$ cat src/rtl/ddrcd_pkg.sv
// constants and types shared by the command decoder files
package ddrcd_pkg;
   localparam int unsigned NUM_BANKS     = 8;
   localparam int unsigned BANK_W        = 3;
   localparam int unsigned ROW_W         = 13;
   localparam int unsigned COL_W         = 10;
   localparam int unsigned ADDR_W        = 13;
   localparam int unsigned DQ_W          = 16;
   localparam int unsigned LANE_W        = 8;
   localparam int unsigned AP_BIT        = 10;
   localparam int unsigned BC_BIT        = 12;
   localparam int unsigned BEATS_FULL    = 8;
   localparam int unsigned BEATS_CHOP    = 4;
   localparam logic [3:0]  BEAT_CNT_FULL = 4'h8;
   localparam logic [3:0]  BEAT_CNT_CHOP = 4'h4;
   localparam logic [3:0]  BEAT_ZERO     = 4'h0;
   localparam logic [3:0]  BEAT_ONE      = 4'h1;
   localparam logic [3:0]  BEAT_STEP     = 4'h2;
   localparam logic [2:0]  BANK_ZERO     = 3'h0;

   // command code reported on o_cmd
   typedef enum logic [3:0] {
      DDRCD_CMD_NONE  = 4'h0,
      DDRCD_CMD_DESEL = 4'h1,
      DDRCD_CMD_NOP   = 4'h2,
      DDRCD_CMD_ACT   = 4'h3,
      DDRCD_CMD_PRE   = 4'h4,
      DDRCD_CMD_PREA  = 4'h5,
      DDRCD_CMD_RD    = 4'h6,
      DDRCD_CMD_WR    = 4'h7,
      DDRCD_CMD_MRS   = 4'h8,
      DDRCD_CMD_REF   = 4'h9,
      DDRCD_CMD_SRE   = 4'hA,
      DDRCD_CMD_SRX   = 4'hB,
      DDRCD_CMD_PDE   = 4'hC,
      DDRCD_CMD_PDX   = 4'hD,
      DDRCD_CMD_ZQL   = 4'hE,
      DDRCD_CMD_ZQS   = 4'hF
   } ddrcd_cmd_t;

   typedef enum logic [1:0] {
      DDRCD_ST_NORMAL = 2'b00,
      DDRCD_ST_SELF   = 2'b01,
      DDRCD_ST_PDOWN  = 2'b10
   } ddrcd_state_t;
endpackage

$ cat src/rtl/ddrcd_top.sv
// command decoder front end of an eight-bank DDR3 device
// How it works
// - RAS low, CAS high: activate if WE high, precharge if low; AP picks one/all.
// - Refresh is CS/RAS/CAS low, WE high, CKE high twice; CS high deselects.
// - Write: CS low, RAS high, CAS/WE low, CKE high, bank active.
// - On-the-fly write: chop bit low gives four beats, high gives eight.
// - Read: CS low, RAS high, CAS low, WE high, CKE high, bank active.
// - On-the-fly read: chop bit high gives eight beats, low gives four.
// - Auto precharge bit with read/write closes the bank after the burst.
// - Mode register set: all strobes low, CKE high, idle only; bank picks register.
// - Refresh with CKE falling enters self refresh; CKE rising with NOP exits.
// - CKE falling with NOP or deselect enters power-down.
// - CKE rising with NOP or deselect leaves power-down from any bank state.
// - Write beats with data mask high are discarded, low ones written.
// - Lower and upper byte masks act independently on every beat.
// - Lower mask gates data bits 0-7, upper mask gates bits 8-15.
// - Read, write and activate checks use the bank picked by the bank address; other checks need all banks idle.
// - Eight banks open and close independently.
// - One core access of eight words, two words per clock over four clocks.
// - Bursts of eight or chopped four beats from the start column.
// - Activate latches the bank from bank address and row from A0-A12.
// - Start column from address; chop bit used only when on-the-fly enabled.
`timescale 1ns/1ps
module ddrcd_top
   import ddrcd_pkg::*;
#(
   parameter int unsigned BANKS = NUM_BANKS,
   parameter int unsigned DQW   = DQ_W
) (
   // clock and reset
   input  wire logic                  i_core_clk,
   input  wire logic                  i_arst_n,
   // command pins, sampled each rising edge
   input  wire logic                  i_cke,
   input  wire logic                  i_chip_select_n,
   input  wire logic                  i_row_strobe_n,
   input  wire logic                  i_column_strobe_n,
   input  wire logic                  i_write_strobe_n,
   input  wire logic [BANK_W-1:0]     i_bank_address,
   input  wire logic [ADDR_W-1:0]     i_address,
   // configuration from the mode register
   input  wire logic                  i_otf_enable,
   input  wire logic                  i_fixed_chop,
   // write data, two beats per clock (rise then fall)
   input  wire logic [DQW-1:0]        i_wdata_rise,
   input  wire logic [DQW-1:0]        i_wdata_fall,
   input  wire logic [1:0]            i_lower_byte_mask,
   input  wire logic [1:0]            i_upper_byte_mask,
   // decoded command
   output ddrcd_cmd_t                 o_cmd,
   output logic                       o_cmd_illegal,
   output logic [BANK_W-1:0]          o_cmd_bank,
   // mode register write
   output logic                       o_mrs_valid,
   output logic [BANK_W-1:0]          o_mrs_select,
   output logic [ADDR_W-1:0]          o_mrs_opcode,
   // burst in progress
   output logic                       o_burst_active,
   output logic                       o_burst_is_write,
   output logic                       o_burst_chop,
   output logic [ROW_W-1:0]           o_burst_row,
   output logic [COL_W-1:0]           o_burst_col,
   output logic [2:0]                 o_burst_beat,
   // masked write beats to the core, pair per clock
   output logic                       o_wbeat_valid,
   output logic [2*DQW-1:0]           o_wbeat_data,
   output logic [3:0]                 o_wbeat_lane_en,
   // device state
   output ddrcd_state_t               o_power_state,
   output logic [BANKS-1:0]           o_bank_open
);
   if (BANKS != NUM_BANKS || DQW != 2 * LANE_W) begin : g_bad_params
      $error("ddrcd_top: eight banks and two byte lanes are required");
   end

   logic          cke_prev_q;
   ddrcd_state_t  state_q;
   logic [BANKS-1:0]      bank_open;
   logic [ROW_W-1:0]      bank_row [BANKS];
   logic [BANKS-1:0]      act_vec;
   logic [BANKS-1:0]      pre_vec;
   logic [BANKS-1:0]      ap_vec;

   // the previous CKE level is held to compare against the current one
   always_ff @(posedge i_core_clk or negedge i_arst_n) begin
      if (!i_arst_n) begin
         cke_prev_q <= 1'b0;
      end else begin
         cke_prev_q <= i_cke;
      end
   end

   // raw pin encodings
   logic enc_nop, enc_desel, enc_act, enc_pre, enc_rd, enc_wr, enc_mrs, enc_ref, enc_zq;
   logic cke_hh, cke_hl, cke_lh, all_idle, sel_open, normal, ap, chop_sel;

   always_comb begin
      enc_desel = i_chip_select_n;
      enc_nop   = !i_chip_select_n && i_row_strobe_n && i_column_strobe_n
                  && i_write_strobe_n;
      enc_act   = !i_chip_select_n && !i_row_strobe_n && i_column_strobe_n
                  && i_write_strobe_n;
      enc_pre   = !i_chip_select_n && !i_row_strobe_n && i_column_strobe_n
                  && !i_write_strobe_n;
      enc_wr    = !i_chip_select_n && i_row_strobe_n && !i_column_strobe_n
                  && !i_write_strobe_n;
      enc_rd    = !i_chip_select_n && i_row_strobe_n && !i_column_strobe_n
                  && i_write_strobe_n;
      enc_mrs   = !i_chip_select_n && !i_row_strobe_n && !i_column_strobe_n
                  && !i_write_strobe_n;
      enc_ref   = !i_chip_select_n && !i_row_strobe_n && !i_column_strobe_n
                  && i_write_strobe_n;
      enc_zq    = !i_chip_select_n && i_row_strobe_n && i_column_strobe_n
                  && !i_write_strobe_n;
      cke_hh    = cke_prev_q && i_cke;
      cke_hl    = cke_prev_q && !i_cke;
      cke_lh    = !cke_prev_q && i_cke;
      all_idle  = (bank_open == '0);
      sel_open  = bank_open[i_bank_address];
      normal    = (state_q == DDRCD_ST_NORMAL);
      ap        = i_address[AP_BIT];
      // chop bit honoured only in on-the-fly mode, else fixed setting
      chop_sel  = i_otf_enable ? !i_address[BC_BIT] : i_fixed_chop;
   end

   // a burst owns the data path; a new column command during one is refused
   logic burst_q, rd_ok, wr_ok, act_ok;
   always_comb begin
      rd_ok  = normal && cke_hh && enc_rd && sel_open && !burst_q;
      wr_ok  = normal && cke_hh && enc_wr && sel_open && !burst_q;
      act_ok = normal && cke_hh && enc_act && !sel_open;
   end

   // command classification, reported one clock later
   ddrcd_cmd_t cmd_d;
   logic       illegal_d;
   always_comb begin
      cmd_d     = DDRCD_CMD_NONE;
      illegal_d = 1'b0;
      case (state_q)
         DDRCD_ST_SELF: begin
            if (cke_lh && (enc_nop || enc_desel)) cmd_d = DDRCD_CMD_SRX;
         end
         DDRCD_ST_PDOWN: begin
            if (cke_lh && (enc_nop || enc_desel)) cmd_d = DDRCD_CMD_PDX;
         end
         DDRCD_ST_NORMAL: begin
            if (cke_hl && enc_ref) begin
               cmd_d     = all_idle ? DDRCD_CMD_SRE : DDRCD_CMD_NONE;
               illegal_d = !all_idle;
            end else if (cke_hl && (enc_nop || enc_desel)) begin
               cmd_d = DDRCD_CMD_PDE;
            end else if (cke_hh) begin
               if (enc_desel) begin
                  cmd_d = DDRCD_CMD_DESEL;
               end else if (enc_nop) begin
                  cmd_d = DDRCD_CMD_NOP;
               end else if (enc_act) begin
                  cmd_d     = act_ok ? DDRCD_CMD_ACT : DDRCD_CMD_NONE;
                  illegal_d = !act_ok;
               end else if (enc_pre) begin
                  cmd_d = ap ? DDRCD_CMD_PREA : DDRCD_CMD_PRE;
               end else if (enc_rd) begin
                  cmd_d     = rd_ok ? DDRCD_CMD_RD : DDRCD_CMD_NONE;
                  illegal_d = !rd_ok;
               end else if (enc_wr) begin
                  cmd_d     = wr_ok ? DDRCD_CMD_WR : DDRCD_CMD_NONE;
                  illegal_d = !wr_ok;
               end else if (enc_mrs) begin
                  cmd_d     = all_idle ? DDRCD_CMD_MRS : DDRCD_CMD_NONE;
                  illegal_d = !all_idle;
               end else if (enc_ref) begin
                  cmd_d     = all_idle ? DDRCD_CMD_REF : DDRCD_CMD_NONE;
                  illegal_d = !all_idle;
               end else if (enc_zq) begin
                  cmd_d     = !all_idle ? DDRCD_CMD_NONE
                              : (ap ? DDRCD_CMD_ZQL : DDRCD_CMD_ZQS);
                  illegal_d = !all_idle;
               end
            end
         end
         default: begin
            cmd_d = DDRCD_CMD_NONE;
         end
      endcase
   end

   always_ff @(posedge i_core_clk or negedge i_arst_n) begin
      if (!i_arst_n) begin
         o_cmd         <= DDRCD_CMD_NONE;
         o_cmd_illegal <= 1'b0;
         o_cmd_bank    <= BANK_ZERO;
      end else begin
         o_cmd         <= cmd_d;
         o_cmd_illegal <= illegal_d;
         o_cmd_bank    <= i_bank_address;
      end
   end

   // power state machine
   always_ff @(posedge i_core_clk or negedge i_arst_n) begin
      if (!i_arst_n) begin
         state_q <= DDRCD_ST_NORMAL;
      end else begin
         case (cmd_d)
            DDRCD_CMD_SRE: state_q <= DDRCD_ST_SELF;
            DDRCD_CMD_PDE: state_q <= DDRCD_ST_PDOWN;
            DDRCD_CMD_SRX: state_q <= DDRCD_ST_NORMAL;
            DDRCD_CMD_PDX: state_q <= DDRCD_ST_NORMAL;
            default:       state_q <= state_q;
         endcase
      end
   end

   // mode register write: bank address selects register, address is opcode
   always_ff @(posedge i_core_clk or negedge i_arst_n) begin
      if (!i_arst_n) begin
         o_mrs_valid  <= 1'b0;
         o_mrs_select <= BANK_ZERO;
         o_mrs_opcode <= '0;
      end else begin
         o_mrs_valid <= (cmd_d == DDRCD_CMD_MRS);
         if (cmd_d == DDRCD_CMD_MRS) begin
            o_mrs_select <= i_bank_address;
            o_mrs_opcode <= i_address;
         end
      end
   end

   // burst framing: four clocks of two beats for eight, two clocks for four
   logic [3:0]        beats_left_q;
   logic              burst_ap_q;
   logic [BANK_W-1:0] burst_bank_q;
   logic              burst_end;
   assign burst_end = burst_q && (beats_left_q <= BEAT_STEP);

   always_ff @(posedge i_core_clk or negedge i_arst_n) begin
      if (!i_arst_n) begin
         burst_q          <= 1'b0;
         beats_left_q     <= BEAT_ZERO;
         burst_ap_q       <= 1'b0;
         burst_bank_q     <= BANK_ZERO;
         o_burst_is_write <= 1'b0;
         o_burst_chop     <= 1'b0;
         o_burst_col      <= '0;
         o_burst_beat     <= '0;
      end else if (rd_ok || wr_ok) begin
         burst_q          <= 1'b1;
         beats_left_q     <= chop_sel ? BEAT_CNT_CHOP : BEAT_CNT_FULL;
         burst_ap_q       <= ap;
         burst_bank_q     <= i_bank_address;
         o_burst_is_write <= wr_ok;
         o_burst_chop     <= chop_sel;
         o_burst_col      <= i_address[COL_W-1:0];
         o_burst_beat     <= '0;
      end else if (burst_q) begin
         burst_q      <= !burst_end;
         beats_left_q <= beats_left_q - BEAT_STEP;
         o_burst_beat <= o_burst_beat + 3'(BEAT_STEP);
      end
   end

   always_ff @(posedge i_core_clk or negedge i_arst_n) begin
      if (!i_arst_n) begin
         o_burst_active <= 1'b0;
         o_burst_row    <= '0;
      end else begin
         o_burst_active <= (rd_ok || wr_ok) || (burst_q && !burst_end);
         if (rd_ok || wr_ok) begin
            o_burst_row <= bank_row[i_bank_address];
         end
      end
   end

   // masked write beats: one lane enable per byte per beat
   logic [3:0] lane_en;
   always_comb begin
      lane_en[0] = !i_lower_byte_mask[0];   // rise, bits 0-7
      lane_en[1] = !i_upper_byte_mask[0];   // rise, bits 8-15
      lane_en[2] = !i_lower_byte_mask[1];   // fall, bits 0-7
      lane_en[3] = !i_upper_byte_mask[1];   // fall, bits 8-15
   end

   always_ff @(posedge i_core_clk or negedge i_arst_n) begin
      if (!i_arst_n) begin
         o_wbeat_valid   <= 1'b0;
         o_wbeat_data    <= '0;
         o_wbeat_lane_en <= 4'h0;
      end else begin
         // data beats follow the column command by one clock, so they are
         // taken while the registered burst frame is open
         o_wbeat_valid   <= burst_q && o_burst_is_write;
         o_wbeat_data    <= {i_wdata_fall, i_wdata_rise};
         o_wbeat_lane_en <= (burst_q && o_burst_is_write) ? lane_en : 4'h0;
      end
   end

   // per-bank activate, precharge and auto precharge strobes
   always_comb begin
      for (int b = 0; b < BANKS; b++) begin
         act_vec[b] = act_ok && (i_bank_address == b[BANK_W-1:0]);
         pre_vec[b] = (cmd_d == DDRCD_CMD_PREA) ||
                      ((cmd_d == DDRCD_CMD_PRE) && (i_bank_address == b[BANK_W-1:0]));
         ap_vec[b]  = burst_end && burst_ap_q
                      && (burst_bank_q == b[BANK_W-1:0]);
      end
   end

   genvar g;
   generate
      for (g = 0; g < BANKS; g++) begin : g_bank
         ddrcd_bank #(.ROWS_W(ROW_W)) u_bank (
            .i_core_clk  (i_core_clk),
            .i_arst_n    (i_arst_n),
            .i_activate  (act_vec[g]),
            .i_precharge (pre_vec[g]),
            .i_auto_pre  (ap_vec[g]),
            .i_row       (i_address[ROW_W-1:0]),
            .o_open      (bank_open[g]),
            .o_row       (bank_row[g])
         );
      end
   endgenerate

   always_ff @(posedge i_core_clk or negedge i_arst_n) begin
      if (!i_arst_n) begin
         o_power_state <= DDRCD_ST_NORMAL;
         o_bank_open   <= '0;
      end else begin
         o_power_state <= state_q;
         o_bank_open   <= bank_open;
      end
   end
endmodule

$ cat src/rtl/ddrcd_bank.sv
`timescale 1ns/1ps
// one bank: open flag and open row; precharge or auto precharge closes it
module ddrcd_bank
   import ddrcd_pkg::*;
#(
   parameter int unsigned ROWS_W = ROW_W
) (
   // clock and reset
   input  wire logic              i_core_clk,
   input  wire logic              i_arst_n,
   // events for this bank
   input  wire logic              i_activate,
   input  wire logic              i_precharge,
   input  wire logic              i_auto_pre,
   input  wire logic [ROWS_W-1:0] i_row,
   // state
   output logic                   o_open,
   output logic [ROWS_W-1:0]      o_row
);
   if (ROWS_W < 1) begin : g_bad_rows
      $error("ddrcd_bank: row width must be positive");
   end

   // precharge wins over activate only if both named the same bank, which
   // the decoder never produces; auto precharge closes after the burst
   always_ff @(posedge i_core_clk or negedge i_arst_n) begin
      if (!i_arst_n) begin
         o_open <= 1'b0;
      end else if (i_precharge || i_auto_pre) begin
         o_open <= 1'b0;
      end else if (i_activate) begin
         o_open <= 1'b1;
      end
   end

   always_ff @(posedge i_core_clk or negedge i_arst_n) begin
      if (!i_arst_n) begin
         o_row <= '0;
      end else if (i_activate) begin
         o_row <= i_row;
      end
   end
endmodule

$ cat config.mk
export PLATFORM = sky130hd
export DESIGN_NAME = ddrcd_top
export DESIGN_NICKNAME = d
export VERILOG_FILES = /design/src/rtl/ddrcd_pkg.sv /design/src/rtl/ddrcd_top.sv /design/src/rtl/ddrcd_bank.sv
export SDC_FILE = /design/constraint.sdc
export NUM_CORES = 1
export LEC_CHECK = 0
export BUFFER_PORTS_ARGS = -buffer_cell sky130_fd_sc_hd__buf_2
export CAP_MARGIN = 10
export CORE_MARGIN = 4
export CORE_UTILIZATION = 56
export DETAILED_ROUTE_END_ITERATION = 8
export PLACE_DENSITY = 0.81
export SLEW_MARGIN = 20
export SYNTH_ARGS = -nofsm -noshare
export SYNTH_HDL_FRONTEND = slang
export SYNTH_SLANG_ARGS = --single-unit
$ cat constraint.sdc
create_clock -name i_core_clk -period 3.4 [get_ports i_core_clk]
set_clock_uncertainty 0.2 [all_clocks]
set_input_delay 0.68 -clock i_core_clk [delete_from_list [all_inputs] [get_ports i_core_clk]]
set_output_delay 0.68 -clock i_core_clk [all_outputs]
set_load 0.005 [all_outputs]
==> run summary <==
Critical Path RT: 3.59 ns
Total number of vias: 6239
PD cells: 565 nW/µm²
Global-route usage over all layers: 24.0%
Internal: 4890 µW
Setup WS post-layout: 0.413 ns
Largest net degree at the start of global routing: 102
Ys flop type: dfrtp_1
Adder-cell share of the synthesized area: 0.133%
Outcome: complete, no violations
Most frequent cells in the layout: 222 x dfrtp_1, 159 x buf_2, 79 x mux2_2
RSZ-0062 raised after global routing: false
Met3 GRT Util: 4.13%
Fin cells: 1086
Leading area contributor after synthesis: dfrtp_1
Post-Syn Area: 9420 µm²
Crit path arrival time: 3.18 ns
Yosys top cell area share: 59.0%
Area delta synth->final: 21.0%
Gp weighted congestion: 0.908
I/O pin total: 162
Register share of total power: 46.6%
Routed WL: 22.3 mm
Hold WC Path Type: input port to async pin
Simple-gate portion of the synthesized area: 8.68%
Layout cells sized above 1: 42.5%
YS warnings: 0
Switching Fraction: 24.1%
TritonCTS clock tree: done
Diode count: 0
Final period utilization: 87.9%
Commonest non-fill, non-tap cell in the layout: dfrtp_1
Final setup fails: 0
Max transition margin: 50.1%
Sequential area share after synthesis: 59.0%
Worst-Margin Slew: 0.748 ns
Worst setup SP type: flop
Synth Instances: 681
Post-Synth XOR/XNOR Area: 0.372%
Combinational family with the most area after synthesis: multiplexers
Peak VDD IR: 0.451 mV
Synth async-reset ratio: 100%
Avg Vias per Cell: 5.74
Mux share of post-synthesis cell area: 22.7%
Compound-gate portion of the synthesized area: 5.86%
Core ar.: 16500 µm²
Dpl cells: 1045
Detailed Routing Iterations Pass 1: 5
CP Max Fanout: 13
Layout Nets: 912
DP HPWL: 15.1 mm
Top Usage Layer GRT: met2
Global-route wire length before repair: 35.4 mm
Initial antenna violation count: 0
Slew Limit Fails: 0
DIE HEIGHT: 138 µm
Clock-pin slew of the registers on the worst-case setup and hold paths: 0.06 ns
Critical Path End Type: flop
Gate power share: 12.4%
Syn Area/Cell: 13.8 µm²
Cts hold-fix bufs: 0
Clk_lat worst skew: 0.52 ns
Critical path class: flop to flop
Library cells used by synthesis: 72
Initial DRC Count: 345
Leakage: 0.00588 µW
Met2 usage: 41.2%
# clock sinks: 222
Peak Freq: 335 MHz
Flop and latch count out of synthesis: 222
Clock power share: 41.0%
Minimum clock period: 2.99 ns
Final Hold Fails: 0
Syn Nets: 743
Number of synthesized flops with an enable pin: 0
NetSw: 1550 µW
Global-route met1 utilization: 32.1%
Starting Density: 57.0%
H-Tree Depth: 1
GRT overflow: 0
Die W: 138 µm
Post-route ant nets: 0
Post-CTS setup repair buffer count: 0
Area contributors post-synth: dfrtp_1 59%, mux2_2 9.4%, mux4_2 6.2%
Post-route DRC violation count: 0
Die area: 19000 µm²
Routed len/inst: 20.6 µm
Site Rows: 47
Fin Setup TNS: 0 ns
PortBufs: 160
Maximum root-to-sink buffer count: 3
Post-CTS sizing: 0
CTS Buf Count: 23
Root Buffer: clkbuf_16
Maxcap violations: 0
Dpl ws: 0.185 ns
Vias in the first global route: 6644
-- Yosys cell counts, drive strengths merged, types with 2 or more instances --
library cell,count
a21boi,2
a21oi,4
o31ai,4
a41o,2
dfrtp,222
mux2,120
clkbuf,21
xnor2,2
o211ai,2
nor4bb,2
nor3,2
mux4,26
xor2,2
nand2b,4
inv,10
nand3,10
nor3b,4
mux2i,16
a222oi,2
o311a,2
nor4,3
o311ai,2
nand3b,4
nor2,26
nor2b,8
and2,4
nand2,78
and3,4
a22oi,2
buf,32
a211oi,3
a221oi,4
a31oi,2
o21ai,29
-- metal layers --
layer  part of all wire, %  wire (µm)
met5                     0          0
met4                   2.1        461
met3                   6.8       1520
met2                    51      11300
met1                    41       9050
-- worst paths after layout --
| kind | start | to | slack (ns) | depth (start not counted) |
|---|---|---|---|---|
| hold reg to reg | g_bank[1].u_bank.o_open$_DFFE_PN0P_ | o_bank_open[1]$_DFF_PN0_ | 0.26 | 0 |
| min in group i_core_clk | i_wdata_rise[12] | o_wbeat_data[12]$_DFF_PN0_ | 0.07 | 1 |
| max in group asynchronous | i_arst_n | o_wbeat_data[24]$_DFF_PN0_ | 2.20 | 2 |
| setup / recovery | state_q[1]$_DFFE_PN0P_ | g_bank[5].u_bank.o_row[9]$_DFFE_PN0P_ | 0.41 | 7 |
| hold / removal | i_arst_n | o_power_state[1]$_DFF_PN0_ | 0.01 | 1 |
| setup reg to reg | state_q[1]$_DFFE_PN0P_ | g_bank[5].u_bank.o_row[9]$_DFFE_PN0P_ | 0.41 | 7 |
-- area by class of cell --
| type | count | area [µm²] |
|---|---|---|
| Clock inverter | 12 | 175 |
| Tap cell | 220 | 275 |
| Fill cell | 1170 | 5120 |
| Multi-Input combinational cell | 396 | 3570 |
| Sequential cell | 222 | 5560 |
| Inverter | 10 | 37.5 |
| Timing Repair Buffer | 197 | 1160 |
| Clock buffer | 29 | 628 |
-- critical path: stages (launching register included) --
cell      delay (ns)
dfrtp_1         0.48
nor4bb_2        0.42
nand4b_1        0.21
nor4_4          0.50
buf_4           0.26
nor3b_4         0.25
buf_12          0.19
mux2_1          0.35
-- flip-flops by register name (all words and copies together) (netlist names), 4 cells and up --
register	cells
g_bank.u_bank.o_open	8
g_bank.u_bank.o_row	104
o_bank_open	8
o_burst_col	10
o_burst_row	13
o_cmd	4
o_mrs_opcode	13
o_wbeat_data	32
o_wbeat_lane_en	4
-- power by group through the flow --
stage          Combinational, µW  Clock (µW)  Sequential, µW
2_1_floorplan                407           0            3030
4_1_cts                      808        2690            3000
6_report                     797        2640            3000
3_5_place_dp                 802           0            3040
5_1_grt                      879        2830            3030
3_3_place_gp                 775           0            3030
-- kinds of logic (layout without fill, tap and decap cells) --
kind of cell / Yosys count / count (layout)
DFF: 222 / 222
adders and majority gates: 1 / 1
muxes: 162 / 162
other: 1 / 1
xor gates and xnor gates: 4 / 4
AOI/OAI and AO/OA: 72 / 72
and+or+nand+nor: 156 / 156
buffers and inverters: 63 / 248
-- through the flow --
stage | util (%) | hold WS [ns] | total power [µW] | instance area [µm²]
CTS | 69.0 | 0.0292 | 6500 | 11400
detailed placement | 64.2 | 0.249 | 3850 | 10600
global placement | 64.2 | 0.254 | 3810 | 10600
finish | 69.0 | 0.0141 | 6440 | 11400
global route | 69.0 | 0.0476 | 6730 | 11400
floorplan | - | 0.152 | 3440 | 9420
Note: power is estimated with default switching activity, not from simulation.
